`src/was_consts.svh`:
```
// Constants for the word align and stack unit
// Notes on behaviour
// Word operand with odd address raises an address error.
// Double-word operands follow the same even-address requirement.
// Address error is signalled only after the instruction completes.
// Misaligned word read still fetches, with address bit 0 cleared.
// Misaligned word write is suppressed; error still raised.
// Low byte sits at the even address, high byte at the odd one.
// Literal is 10 bits in word mode, low 8 bits in byte mode.
// Add, add_with_carry_instr, and, ior, return_with_literal_instr, sub, subtract_with_borrow_instr, xor accept the literal.
// Byte literal above 127 acts as a negative byte, no extra handling.
// Stack pointer resets to 0x0800.
// Software may write the stack pointer after reset.
// Stack grows upward; push writes then increments, pop decrements then reads.
// Push is a word move to top of stack; pop moves from predecremented address.
// Each push or pop moves the stack pointer by two bytes.
// Call pushes pc low word, then zero-extended pc upper seven bits.
// Exception push merges status low byte and priority bit with pc upper bits.
// Stack pointer bit 0 is always zero.
// Frame pointer resets to zero and stays a general register.
// Frame create and frame remove operations are provided.
// Frame create pushes frame pointer, copies stack pointer, adds literal.
// Frame remove copies frame pointer to stack pointer, pops frame pointer.
// Byte writes to a working register change only its low byte.
// One address error request covers source and destination addresses.
// Return pops upper pc word then low word to rebuild the pc.
`ifndef WAS_CONSTS_SVH
`define WAS_CONSTS_SVH
`define WAS_SP_RESET 16'h0800
`define WAS_FP_RESET 16'h0000
`define WAS_WORD_STEP 16'h0002
`define WAS_LIT_W 10
`define WAS_BYTE_W 8
`define WAS_PC_W 23
`define WAS_PC_HI_W 7
`endif

```
`src/was_pkg.sv`:
```
// Types for the word align and stack unit
package was_pkg;
   // Stack unit operations
   typedef enum logic [3:0] {
      WAS_OP_NONE, WAS_OP_PUSH, WAS_OP_POP, WAS_OP_CALL, WAS_OP_EXC,
      WAS_OP_RET, WAS_OP_LINK, WAS_OP_UNLINK, WAS_OP_SP_WR, WAS_OP_FP_WR
   } was_op_t;
   // Stack sequencer states
   typedef enum logic [2:0] {
      WAS_ST_IDLE, WAS_ST_PUSH2, WAS_ST_POP2, WAS_ST_LINK2, WAS_ST_UNLINK2
   } was_state_t;
endpackage

```
`src/was_unit.sv`:
```
// Word alignment checker, literal decode and software stack unit
`timescale 1ns/1ps
`default_nettype none
`include "was_consts.svh"
module was_unit (
   // Clock and reset
   input wire logic core_clk,
   input wire logic sys_rst,
   // Operand access request, one cycle per instruction
   input wire logic acc_valid,
   input wire logic acc_word,
   input wire logic acc_dword,
   input wire logic src_rd,
   input wire logic [15:0] src_addr,
   input wire logic dst_wr,
   input wire logic [15:0] dst_addr,
   input wire logic [15:0] dst_wdata,
   input wire logic instr_done,
   // Literal decode
   input wire logic [9:0] lit_field,
   input wire logic lit_byte_mode,
   input wire logic [3:0] lit_opcode,
   input wire logic [15:0] wreg_old,
   input wire logic [15:0] wreg_result,
   // Stack command
   input wire logic stk_valid,
   input wire was_pkg::was_op_t stk_op,
   input wire logic [15:0] stk_data,
   input wire logic [22:0] pc_in,
   input wire logic [7:0] status_low_byte,
   input wire logic ipl3_bit,
   input wire logic [15:0] mem_rdata,
   // Memory port
   output logic mem_rd,
   output logic mem_wr,
   output logic [15:0] mem_addr,
   output logic [7:0] mem_wdata_even,
   output logic [7:0] mem_wdata_odd,
   // Results
   output logic addr_error_req,
   output logic [15:0] lit_value,
   output logic lit_ok,
   output logic [15:0] wreg_wdata,
   output logic [15:0] stack_ptr,
   output logic [15:0] frame_ptr,
   output logic [15:0] pop_data,
   output logic pop_valid,
   output logic [22:0] pc_out,
   output logic pc_valid,
   output logic stk_busy
);
   // ----------------------------------------
   // State
   // ----------------------------------------
   logic err_pend_q, err_pend_d;
   logic addr_error_q;
   logic [15:0] sp_q, fp_q;
   logic [15:0] sp_d, fp_d;
   was_pkg::was_state_t st_q, st_d;
   logic [15:0] hold_q, hold_d;
   logic [15:0] lo_q;
   logic mem_rd_q, mem_rd_d;
   logic mem_wr_q, mem_wr_d;
   logic [15:0] mem_addr_q, mem_addr_d;
   logic [15:0] mem_wdata_q, mem_wdata_d;
   logic [15:0] lit_q, wreg_q, pop_q;
   logic lit_ok_q, pop_valid_q, pc_valid_q;
   logic [22:0] pc_q;
   logic rd_was_pop_q, rd_was_ret_q, rd_was_ret2_q, rd_was_unl_q;
   // First stage of the read tags, in step with mem_rd
   logic rd_pop1_q, rd_ret1_q, rd_ret21_q, rd_unl1_q;
   // Registered sequencer busy flag
   logic busy_q;

   // ----------------------------------------
   // Alignment check
   // ----------------------------------------
   // odd word address
   // double words share check
   wire wide_acc = acc_word | acc_dword;
   wire src_mis = acc_valid & wide_acc & src_rd & src_addr[0];
   wire dst_mis = acc_valid & wide_acc & dst_wr & dst_addr[0];
   // single combined request
   wire any_mis = src_mis | dst_mis;
   // forced even read address
   wire [15:0] rd_addr_al = {src_addr[15:1], 1'b0};
   // write suppressed
   wire acc_wr_ok = acc_valid & dst_wr & ~dst_mis;

   // ----------------------------------------
   // Literal decode
   // ----------------------------------------
   // opcodes taking the literal
   wire op_lit = (lit_opcode <= 4'h7);
   // byte mode range limit
   wire lit_in_range = ~lit_byte_mode | (lit_field[9:8] == 2'b00);
   // byte sign falls out of bit 7
   wire [15:0] lit_dec = lit_byte_mode ? {8'h00, lit_field[7:0]} : {6'h00, lit_field};
   // byte write keeps high byte
   wire [15:0] wreg_mix = lit_byte_mode ? {wreg_old[15:8], wreg_result[7:0]} : wreg_result;

   // ----------------------------------------
   // Stack addressing
   // ----------------------------------------
   // one word step
   wire [15:0] sp_inc = sp_q + `WAS_WORD_STEP;
   wire [15:0] sp_dec = sp_q - `WAS_WORD_STEP;
   wire [15:0] fp_dec = fp_q - `WAS_WORD_STEP;
   // zero-extended upper pc
   wire [15:0] pc_hi_call = {9'h000, pc_in[22:16]};
   // status merged upper pc
   wire [15:0] pc_hi_exc = {status_low_byte, ipl3_bit, pc_in[22:16]};
   // Commands are only taken while the sequencer is idle
   wire stk_go = stk_valid & (st_q == was_pkg::WAS_ST_IDLE);

   // Error pending until instruction end
   always_comb begin
      err_pend_d = err_pend_q | any_mis;
      // Reported in the done cycle, so nothing carries into the next one
      if (instr_done) begin
         err_pend_d = 1'b0;
      end
   end

   // Stack sequencer and memory port
   always_comb begin
      st_d = st_q;
      sp_d = sp_q;
      fp_d = fp_q;
      hold_d = hold_q;
      mem_rd_d = 1'b0;
      mem_wr_d = 1'b0;
      mem_addr_d = mem_addr_q;
      mem_wdata_d = mem_wdata_q;
      // Plain access; a stack command wins the port, a read wins over a write
      if (acc_valid & src_rd & ~stk_go) begin
         mem_rd_d = 1'b1;
         mem_addr_d = rd_addr_al;
      end
      if (acc_wr_ok & ~stk_go & ~(acc_valid & src_rd)) begin
         mem_wr_d = 1'b1;
         mem_addr_d = dst_addr;
         mem_wdata_d = dst_wdata;
      end
      case (st_q)
         was_pkg::WAS_ST_IDLE: begin
            if (stk_valid) begin
               case (stk_op)
                  // push writes then increments
                  // word move to top of stack
                  was_pkg::WAS_OP_PUSH: begin
                     mem_wr_d = 1'b1;
                     mem_addr_d = sp_q;
                     mem_wdata_d = stk_data;
                     sp_d = sp_inc;
                  end
                  // pop decrements then reads
                  was_pkg::WAS_OP_POP: begin
                     mem_rd_d = 1'b1;
                     mem_addr_d = sp_dec;
                     sp_d = sp_dec;
                  end
                  // low word first
                  was_pkg::WAS_OP_CALL: begin
                     mem_wr_d = 1'b1;
                     mem_addr_d = sp_q;
                     mem_wdata_d = pc_in[15:0];
                     hold_d = pc_hi_call;
                     sp_d = sp_inc;
                     st_d = was_pkg::WAS_ST_PUSH2;
                  end
                  // exception entry push
                  was_pkg::WAS_OP_EXC: begin
                     mem_wr_d = 1'b1;
                     mem_addr_d = sp_q;
                     mem_wdata_d = pc_in[15:0];
                     hold_d = pc_hi_exc;
                     sp_d = sp_inc;
                     st_d = was_pkg::WAS_ST_PUSH2;
                  end
                  // upper word popped first
                  was_pkg::WAS_OP_RET: begin
                     mem_rd_d = 1'b1;
                     mem_addr_d = sp_dec;
                     sp_d = sp_dec;
                     st_d = was_pkg::WAS_ST_POP2;
                  end
                  // push old frame pointer
                  was_pkg::WAS_OP_LINK: begin
                     mem_wr_d = 1'b1;
                     mem_addr_d = sp_q;
                     mem_wdata_d = fp_q;
                     fp_d = sp_inc;
                     sp_d = sp_inc;
                     hold_d = {stk_data[15:1], 1'b0};
                     st_d = was_pkg::WAS_ST_LINK2;
                  end
                  // stack pointer from frame pointer, pop
                  was_pkg::WAS_OP_UNLINK: begin
                     mem_rd_d = 1'b1;
                     mem_addr_d = fp_dec;
                     sp_d = fp_dec;
                     st_d = was_pkg::WAS_ST_UNLINK2;
                  end
                  // software write
                  was_pkg::WAS_OP_SP_WR: begin
                     sp_d = stk_data;
                  end
                  // general register use
                  was_pkg::WAS_OP_FP_WR: begin
                     fp_d = stk_data;
                  end
                  default: begin
                  end
               endcase
            end
         end
         was_pkg::WAS_ST_PUSH2: begin
            mem_wr_d = 1'b1;
            mem_addr_d = sp_q;
            mem_wdata_d = hold_q;
            sp_d = sp_inc;
            st_d = was_pkg::WAS_ST_IDLE;
         end
         was_pkg::WAS_ST_POP2: begin
            mem_rd_d = 1'b1;
            mem_addr_d = sp_dec;
            sp_d = sp_dec;
            st_d = was_pkg::WAS_ST_IDLE;
         end
         was_pkg::WAS_ST_LINK2: begin
            // reserve local bytes
            sp_d = sp_q + hold_q;
            st_d = was_pkg::WAS_ST_IDLE;
         end
         was_pkg::WAS_ST_UNLINK2: begin
            // Stay busy until the saved frame pointer word returns
            if (rd_was_unl_q) begin
               st_d = was_pkg::WAS_ST_IDLE;
            end
         end
         default: begin
            st_d = was_pkg::WAS_ST_IDLE;
         end
      endcase
      // bit 0 held clear
      sp_d[0] = 1'b0;
   end

   // Pointer and sequencer registers
   always_ff @(posedge core_clk) begin
      if (sys_rst) begin
         // stack pointer reset
         sp_q <= `WAS_SP_RESET;
         // frame pointer reset
         fp_q <= `WAS_FP_RESET;
         st_q <= was_pkg::WAS_ST_IDLE;
         hold_q <= 16'h0000;
         busy_q <= 1'b0;
      end else begin
         sp_q <= sp_d;
         // saved frame pointer lands two cycles after its read
         fp_q <= (st_q == was_pkg::WAS_ST_UNLINK2 && rd_was_unl_q) ? mem_rdata : fp_d;
         st_q <= st_d;
         hold_q <= hold_d;
         busy_q <= (st_d != was_pkg::WAS_ST_IDLE);
      end
   end

   // Memory port registers; data memory answers a cycle after mem_rd
   always_ff @(posedge core_clk) begin
      if (sys_rst) begin
         mem_rd_q <= 1'b0;
         mem_wr_q <= 1'b0;
         mem_addr_q <= 16'h0000;
         mem_wdata_q <= 16'h0000;
      end else begin
         mem_rd_q <= mem_rd_d;
         mem_wr_q <= mem_wr_d;
         mem_addr_q <= mem_addr_d;
         mem_wdata_q <= mem_wdata_d;
      end
   end

   // Read return tagging: first stage rides with mem_rd, second with mem_rdata
   always_ff @(posedge core_clk) begin
      if (sys_rst) begin
         rd_pop1_q <= 1'b0;
         rd_ret1_q <= 1'b0;
         rd_ret21_q <= 1'b0;
         rd_unl1_q <= 1'b0;
         rd_was_pop_q <= 1'b0;
         rd_was_ret_q <= 1'b0;
         rd_was_ret2_q <= 1'b0;
         rd_was_unl_q <= 1'b0;
      end else begin
         rd_pop1_q <= stk_go & (stk_op == was_pkg::WAS_OP_POP);
         rd_ret1_q <= stk_go & (stk_op == was_pkg::WAS_OP_RET);
         rd_ret21_q <= (st_q == was_pkg::WAS_ST_POP2);
         rd_unl1_q <= stk_go & (stk_op == was_pkg::WAS_OP_UNLINK);
         rd_was_pop_q <= rd_pop1_q;
         rd_was_ret_q <= rd_ret1_q;
         rd_was_ret2_q <= rd_ret21_q;
         rd_was_unl_q <= rd_unl1_q;
      end
   end

   // Popped data and rebuilt pc
   always_ff @(posedge core_clk) begin
      if (sys_rst) begin
         pop_q <= 16'h0000;
         pop_valid_q <= 1'b0;
         lo_q <= 16'h0000;
         pc_q <= 23'h000000;
         pc_valid_q <= 1'b0;
      end else begin
         pop_valid_q <= rd_was_pop_q;
         if (rd_was_pop_q) begin
            pop_q <= mem_rdata;
         end
         if (rd_was_ret_q) begin
            lo_q <= mem_rdata;
         end
         pc_valid_q <= rd_was_ret2_q;
         // reassemble pc
         if (rd_was_ret2_q) begin
            pc_q <= {lo_q[6:0], mem_rdata};
         end
      end
   end

   // Address error and literal outputs
   always_ff @(posedge core_clk) begin
      if (sys_rst) begin
         err_pend_q <= 1'b0;
         addr_error_q <= 1'b0;
         lit_q <= 16'h0000;
         lit_ok_q <= 1'b0;
         wreg_q <= 16'h0000;
      end else begin
         err_pend_q <= err_pend_d;
         // raised at instruction end
         addr_error_q <= instr_done & (err_pend_q | any_mis);
         lit_q <= lit_dec;
         lit_ok_q <= op_lit & lit_in_range;
         wreg_q <= wreg_mix;
      end
   end

   // ----------------------------------------
   // Outputs
   // ----------------------------------------
   assign mem_rd = mem_rd_q;
   assign mem_wr = mem_wr_q;
   assign mem_addr = mem_addr_q;
   // little-endian byte lanes
   assign mem_wdata_even = mem_wdata_q[7:0];
   assign mem_wdata_odd = mem_wdata_q[15:8];
   assign addr_error_req = addr_error_q;
   assign lit_value = lit_q;
   assign lit_ok = lit_ok_q;
   assign wreg_wdata = wreg_q;
   assign stack_ptr = sp_q;
   assign frame_ptr = fp_q;
   assign pop_data = pop_q;
   assign pop_valid = pop_valid_q;
   assign pc_out = pc_q;
   assign pc_valid = pc_valid_q;
   assign stk_busy = busy_q;
endmodule
`default_nettype wire
```
`config.mk`:
```
export PLATFORM = sky130hd
export DESIGN_NAME = was_unit
export DESIGN_NICKNAME = d
export VERILOG_FILES = /design/src/was_pkg.sv /design/src/was_unit.sv
export VERILOG_INCLUDE_DIRS = /design/src
export SDC_FILE = /design/constraint.sdc
export NUM_CORES = 1
export LEC_CHECK = 0
export BUFFER_PORTS_ARGS = -buffer_cell sky130_fd_sc_hd__buf_2
export CAP_MARGIN = 40
export CELL_PAD_IN_SITES_DETAIL_PLACEMENT = 1
export CELL_PAD_IN_SITES_GLOBAL_PLACEMENT = 1
export CORE_ASPECT_RATIO = 2
export CORE_MARGIN = 4
export CORE_UTILIZATION = 40
export CTS_CLUSTER_SIZE = 16
export DETAILED_ROUTE_END_ITERATION = 10
export MAX_ROUTING_LAYER = met4
export PLACE_DENSITY = 0.88
export SYNTH_ARGS = -nofsm -noshare
export SYNTH_HDL_FRONTEND = slang
export SYNTH_SLANG_ARGS = --single-unit
```
`constraint.sdc`:
```
create_clock -name core_clk -period 5.6 [get_ports core_clk]
set_clock_uncertainty 0.15 [all_clocks]
set_input_delay 0.56 -clock core_clk [delete_from_list [all_inputs] [get_ports core_clk]]
set_output_delay 0.56 -clock core_clk [all_outputs]
set_load 0.05 [all_outputs]
```
== Yosys cells after proc, flatten, opt, wreduce, memory -nomap -nowiden ==
Cells that the tools add are included.
Cells by class
  add/sub/neg operators: 4
  order comparisons: 1
  equal/unequal tests: 15
  multiplexer cells: 30
  bitwise operators: 25
  reduce and logical (&&, ||, !) cells: 18
Operators with widths (count)
  $pmux 16 s3: 4
  $mux 16: 10
  $pmux 16 s4: 2
  $pmux 16 s2: 2
  $sub 16x2->16 const B: 2
  $and 1x1->1: 17
  $add 16x16->16: 1
  $add 16x2->16 const B: 1
  $eq 4x3->1 const B: 4
  $pmux 3 s4: 1
  $reduce_and 3->1: 3
  $reduce_bool 3->1: 3
  $eq 4x2->1 const B: 2
  $eq 4x4->1 const B: 2
  $reduce_or 2->1: 4
  $eq 3x2->1 const B: 2
  $mux 1: 6
  $mux 3: 2
  $pmux 3 s2: 1
  $ne 5x3->1 const B: 1
  $eq 4x1->1 const B: 1
  $le 4x3->1 const B: 1
  $not 1->1: 4
  $or 1x1->1: 4
  11 further kinds: 13
Storage, ports and cells
  register bits after elaboration: 177
  bits of input ports: 172
  output and inout bits: 142
  word-level logic and storage cells: 122

== Logic depth before layout (Yosys ltp) ==
  depth after elaboration: 12
  depth in mapped cells: 11
  mapped depth without buffers: 9

== Worst setup path after synthesis ==
No wires, ideal clock.
  path type: register to register
  from: register sp_q[1] (netlist: stack_ptr[1])
  to: register sp_q[15] (netlist: stack_ptr[15])
  library setup time: 0.091 ns
  arrival time: 2.499 ns
  data required time: 5.359 ns
  slack: 2.860 ns
  cell stages (with the launch flop): 11
  period minus slack after synthesis: 2.740 ns
  cell sequence: dfxtp_1 clkbuf_1 inv_1 ha_1 buf_2 or4b_4 nor4_4 xnor2_1 o221ai_2 o21ai_1 a311oi_1
Between the ends
  longest elaborated chain between the ends: 4
  elaborated cells between the ends (all ways): 6
  classes of those cells: add/sub (3); mux (3)
RTL lines
  start, declared: line was_unit.sv:57  | logic [15:0] sp_q, fp_q;
  start signal, assigned: line was_unit.sv:254  | sp_q <= `WAS_SP_RESET;
  start signal, assigned: line was_unit.sv:261  | sp_q <= sp_d;
  $add 16x2->16 (no source line) / $sub 16x2->16 (equally long branches)
  $pmux 16 s4: line was_unit.sv:148  | case (stk_op)
  $mux 16: line was_unit.sv:147  | if (stk_valid) begin
  $pmux 16 s4 (*): line was_unit.sv:145  | case (st_q)
Every way passes the cells marked *; elsewhere a longest branch is shown, timed or not. The select of a mux whose other input is x is not followed.
A chain may end at the register's enable or synchronous reset.

== Final worst setup path ==
  from: register st_q[2]
  to: register mem_wdata_q[11]
Between the ends
  longest elaborated chain between the ends: 9
  elaborated cells between the ends (all ways): 10
  classes of those cells: eq/ne (1); mux (4); bitwise (4); reduce/logical (1)
RTL lines
  start, declared: line was_unit.sv:59  | was_pkg::was_state_t st_q, st_d;
  start signal, assigned: line was_unit.sv:257  | st_q <= was_pkg::WAS_ST_IDLE;
  start signal, assigned: line was_unit.sv:264  | st_q <= st_d;
  $logic_not 3->1: line was_unit.sv:114, was_unit.sv:145
  $and 1x1->1: line was_unit.sv:114  | wire stk_go = stk_valid & (st_q == was_pkg::WAS_ST_IDLE);
  $not 1->1: line was_unit.sv:140  | if (acc_wr_ok & ~stk_go & ~(acc_valid & src_rd)) begin
  $and 1x1->1 (2 in a row): line was_unit.sv:140
  $mux 16: line was_unit.sv:140
  $pmux 16 s3: line was_unit.sv:148
  $mux 16: line was_unit.sv:147
  $pmux 16 s2 (*): line was_unit.sv:145
  end signal, assigned: line was_unit.sv:281  | mem_wdata_q <= mem_wdata_d;
  end, declared: line was_unit.sv:65  | logic [15:0] mem_wdata_q, mem_wdata_d;
Every way passes the cells marked *; elsewhere a longest branch is shown, timed or not.

==> impl_metrics.yaml <==
outcome:
  outcome: "complete, no violations"
yosys:
  synth_edf_count: 0
  synth.top_cell.area_share_pct: 34.8
  post-synth-top-area-cell: "sky130_fd_sc_hd__dfxtp_1"
  synth_area_mm2: 0.00977
  synthArstFlopShare_pct: 0
  netlist_instances: 1222
  synth.top_cells.by_area: "sky130_fd_sc_hd__dfxtp_1 35%, sky130_fd_sc_hd__mux2i_1 8.2%, sky130_fd_sc_hd__nor2_1 6.8%"
  synth.yosys.seq_area_share_pct: 34.8
  netlist-cell-type-count: 63
  avgSynthCellArea_um2: 7.99
  postSynthRegisterBits: 170
  ys.flop_type: "sky130_fd_sc_hd__dfxtp_1"
  synth-warning-count: 0
routing:
  detailedRoute.firstPassIterationCount: 5
  avg_vias_per_cell: 6.16
  detail_route.wl_per_cell_um: 25.4
  ant_nets: 0
  totalWireLength_um: 44500
  drt-initial-drc-count: 788
  route.detailed.drc: 0
  via_count: 10794
timing:
  fin_crit_sh_pct: 63.5
  worst_pin_slew_ns: 1.00
  relSlewSlack_pct: 33.2
  timing.fmax_mhz: 281
  slew_viol_final: 0
  post-route-min-period_ns: 3.56
  final-setup-viol-count: 0
  worst_hold_margin_ns: 0.121
  rsz0062_at_grt: "false"
  final_hold_viol_count: 0
  finalSetupTns_ns: 0
finish:
  finalCoreUtilization_pct: 50.3
  sequential_cell_area_mm2: 0.00340
  drive_above_1_share_pct: 25.0
  instances_no_fill: 1753
  fill_cells: 2988
  layout.nets: 1644
  area_taken_by_multi_input_logic_gates_mm2: 0.00588
  antenna-diode-count: 0
  layout-area-overhead-vs-synth_pct: 23.2
setup_path:
  critical-path-top-delay-family: "simple AND/OR/NAND/NOR gates"
  timing.critical_path.cells: "or4b_1 > nand4_1 > nor2_2 > buf_4 > mux2i_1 > nand2_1 > a21oi_1 > a2111oi_0"
  critical_path.max_fanout: 20
  slowest_stage: "sky130_fd_sc_hd__dfxtp_1"
  worst-endpoint-arrival_ns: 3.71
  buffering_stage_count_on_the_worst_path_with_inverters_included: 1
  timing.critical_path.required_ns: 5.75
  critical_path.endpoint_type: "flop"
  launching_element_type_of_the_critical_path: "flop"
  slowest_stage_delay_cp_ns: 0.73
  path_class: "flop to flop"
global_routing:
  grt_overflow: 0
  antenna_violations_before_repair: 0
  grt_pass1_wl_um: 66800
  grt_start_max_net_pins: 100
  use_met3_pct: 5.60
  grt_pass1_vias: 11453
  grt_use_met2_pct: 58.2
  gr-usage-met1_pct: 32.4
  grt_most_used_layer: "met2"
  grt_util_all_layers_pct: 32.8
pwr:
  p_int_mw: 2.30
  power.net_switching_mw: 1.18
  totalPowerFinal_mw: 3.48
  power_density_mw_per_mm2: 289
  switching_share_of_total_power_pct: 33.9
  comb_power_share_pct: 23.4
  maximum_resistive_drop_on_vdd_v: 0.000245
  power.clock.fraction_pct: 38.3
  seqPwrFrac_pct: 38.3
  power_leakage_nw: 5.09
job:
  max_cap_viol_count: 0
floorplanning:
  chipHeight_um: 229
  starting_density_pct: 40.8
  core_area_mm2: 0.0239
  io_pins: 314
  die_width_um: 119
  rows: 80
  die_area_mm2: 0.0271
placed_design:
  place.detailed.hpwl_um: 33800
  port_buffers: 295
  gp_congestion: 0.993
  dpl.cell_count: 1721
worst_hold_path:
  hold_path_class: "primary input to flop"
clock_tree:
  cts-buffers-inserted: 17
  post-cts-setup-buffer-count: 0
  ctsLongestPathBuffers: 2
  clk_sink_count: 170
  worst_setup_hold_path_clk_slew_ns: 0.07
  clock_latency_ns: 0.46
  htreeDepth: 4
  ctsRootBufferMaster: "sky130_fd_sc_hd__clkbuf_16"
  post_cts_resize_count: 0
  number_of_buffers_inserted_by_hold_repair_at_cts: 0
  cts_tree: "yes"
[final timing paths]
check	start	slack, ns	cells past startpoint	endpoint
setup reg to reg	st_q[2]	2.04	8	mem_wdata_q[11]
hold reg to reg	rd_unl1_q	0.31	1	rd_was_unl_q
setup / recovery	st_q[2]	2.04	8	mem_wdata_q[11]
hold / removal	lit_opcode[3]	0.12	2	lit_ok
[power groups by stage]
| stage | sequential [mW] | combinational (mW) | clock, mW |
|---|---|---|---|
| final | 1.33 | 0.815 | 1.33 |
| after detailed placement | 1.36 | 0.800 | 0 |
| after floorplan | 1.47 | 0.399 | 0 |
| after global routing | 1.34 | 0.864 | 1.40 |
| after global placement | 1.35 | 0.783 | 0 |
| after CTS | 1.33 | 0.804 | 1.35 |
[flip-flops by register name (all words and copies together), names as in the netlist, 3 cells and up]
name	flops
pc_out	23
wreg_wdata	16
frame_ptr	16
mem_addr	16
mem_wdata_q	16
lo_q	7
hold_q	16
st_q	3
stack_ptr	15
lit_value	10
pop_data	16
[synthesized netlist by cell type, drive strengths merged (4+ instances only)]
| cell | n |
|---|---|
| o22ai | 15 |
| a221oi | 44 |
| nor2 | 178 |
| ha | 17 |
| a311oi | 4 |
| a31oi | 8 |
| clkbuf | 74 |
| dfxtp | 170 |
| xor2 | 23 |
| nand2 | 95 |
| nor3b | 9 |
| a2111oi | 16 |
| a22oi | 20 |
| nand3b | 4 |
| inv | 11 |
| xnor2 | 27 |
| o211ai | 9 |
| a21o | 11 |
| a211oi | 32 |
| o221ai | 7 |
| nor4 | 13 |
| o31ai | 6 |
| nand3 | 45 |
| buf | 37 |
| or2 | 5 |
| nand4 | 8 |
| mux2i | 80 |
| and2 | 8 |
| nand2b | 11 |
| or3 | 11 |
| a21oi | 88 |
| nor3 | 27 |
| o21ai | 47 |
| nor2b | 26 |
[kinds of logic after synthesis]
group	count (synthesis)	share of synthesized area [%]
compound gates	329	22.7
simple gates	451	21.9
other cells	1	0.0384
fa+ha+maj	18	2.38
mux	80	8.20
xor+xnor	50	4.48
flops	170	34.8
buf+inv	123	5.43
[metrics by stage]
step	setup WS (ns)	cell area [µm²]
6_report	2.04	12000
5_1_grt	1.84	12000
4_1_cts	2.04	12000
3_5_place_dp	2.06	11400
3_3_place_gp	2.34	11300
2_1_floorplan	2.86	9790
[worst reg2reg max path, delay by kind of cell (launching register included)]
kind                   cells  cell delay [ns]
AND/OR/NAND/NOR            4             1.40
AO/OA/AOI/OAI              2             0.54
buffers and inverters      1             0.38
multiplexers               1             0.20
flip-flops                 1             0.73
[cell usage in the layout, fill, tap and decap left out, drive strengths merged, types with 9 or more instances in the layout]
master / n
buf: 318
nor2: 178
dfxtp: 170
nand2: 95
a21oi: 88
mux2i: 80
o21ai: 47
nand3: 45
a221oi: 44
a211oi: 32
xnor2: 27
nor3: 27
nor2b: 26
xor2: 23
a22oi: 20
clkbuf: 20
ha: 17
a2111oi: 16
o22ai: 15
inv: 13
nor4: 13
a21o: 11
or3: 11
nand2b: 11
o211ai: 9
nor3b: 9
[layer usage]
metal	wire [µm]	up-vias
met5	0	-
met2	23100	517
met3	2450	177
li1	-	4892
met1	15600	5208
met4	3340	0
[final cells by class]
class,instances,share of cell area [%]
clock inverter,11,1.55
tap,287,2.98
sequential,170,28.3
timing repair buffer,318,14.1
inverter,12,0.374
multi-input combinational,935,48.8
clock buffer,20,3.88
Power figures use the tool's default switching activity.
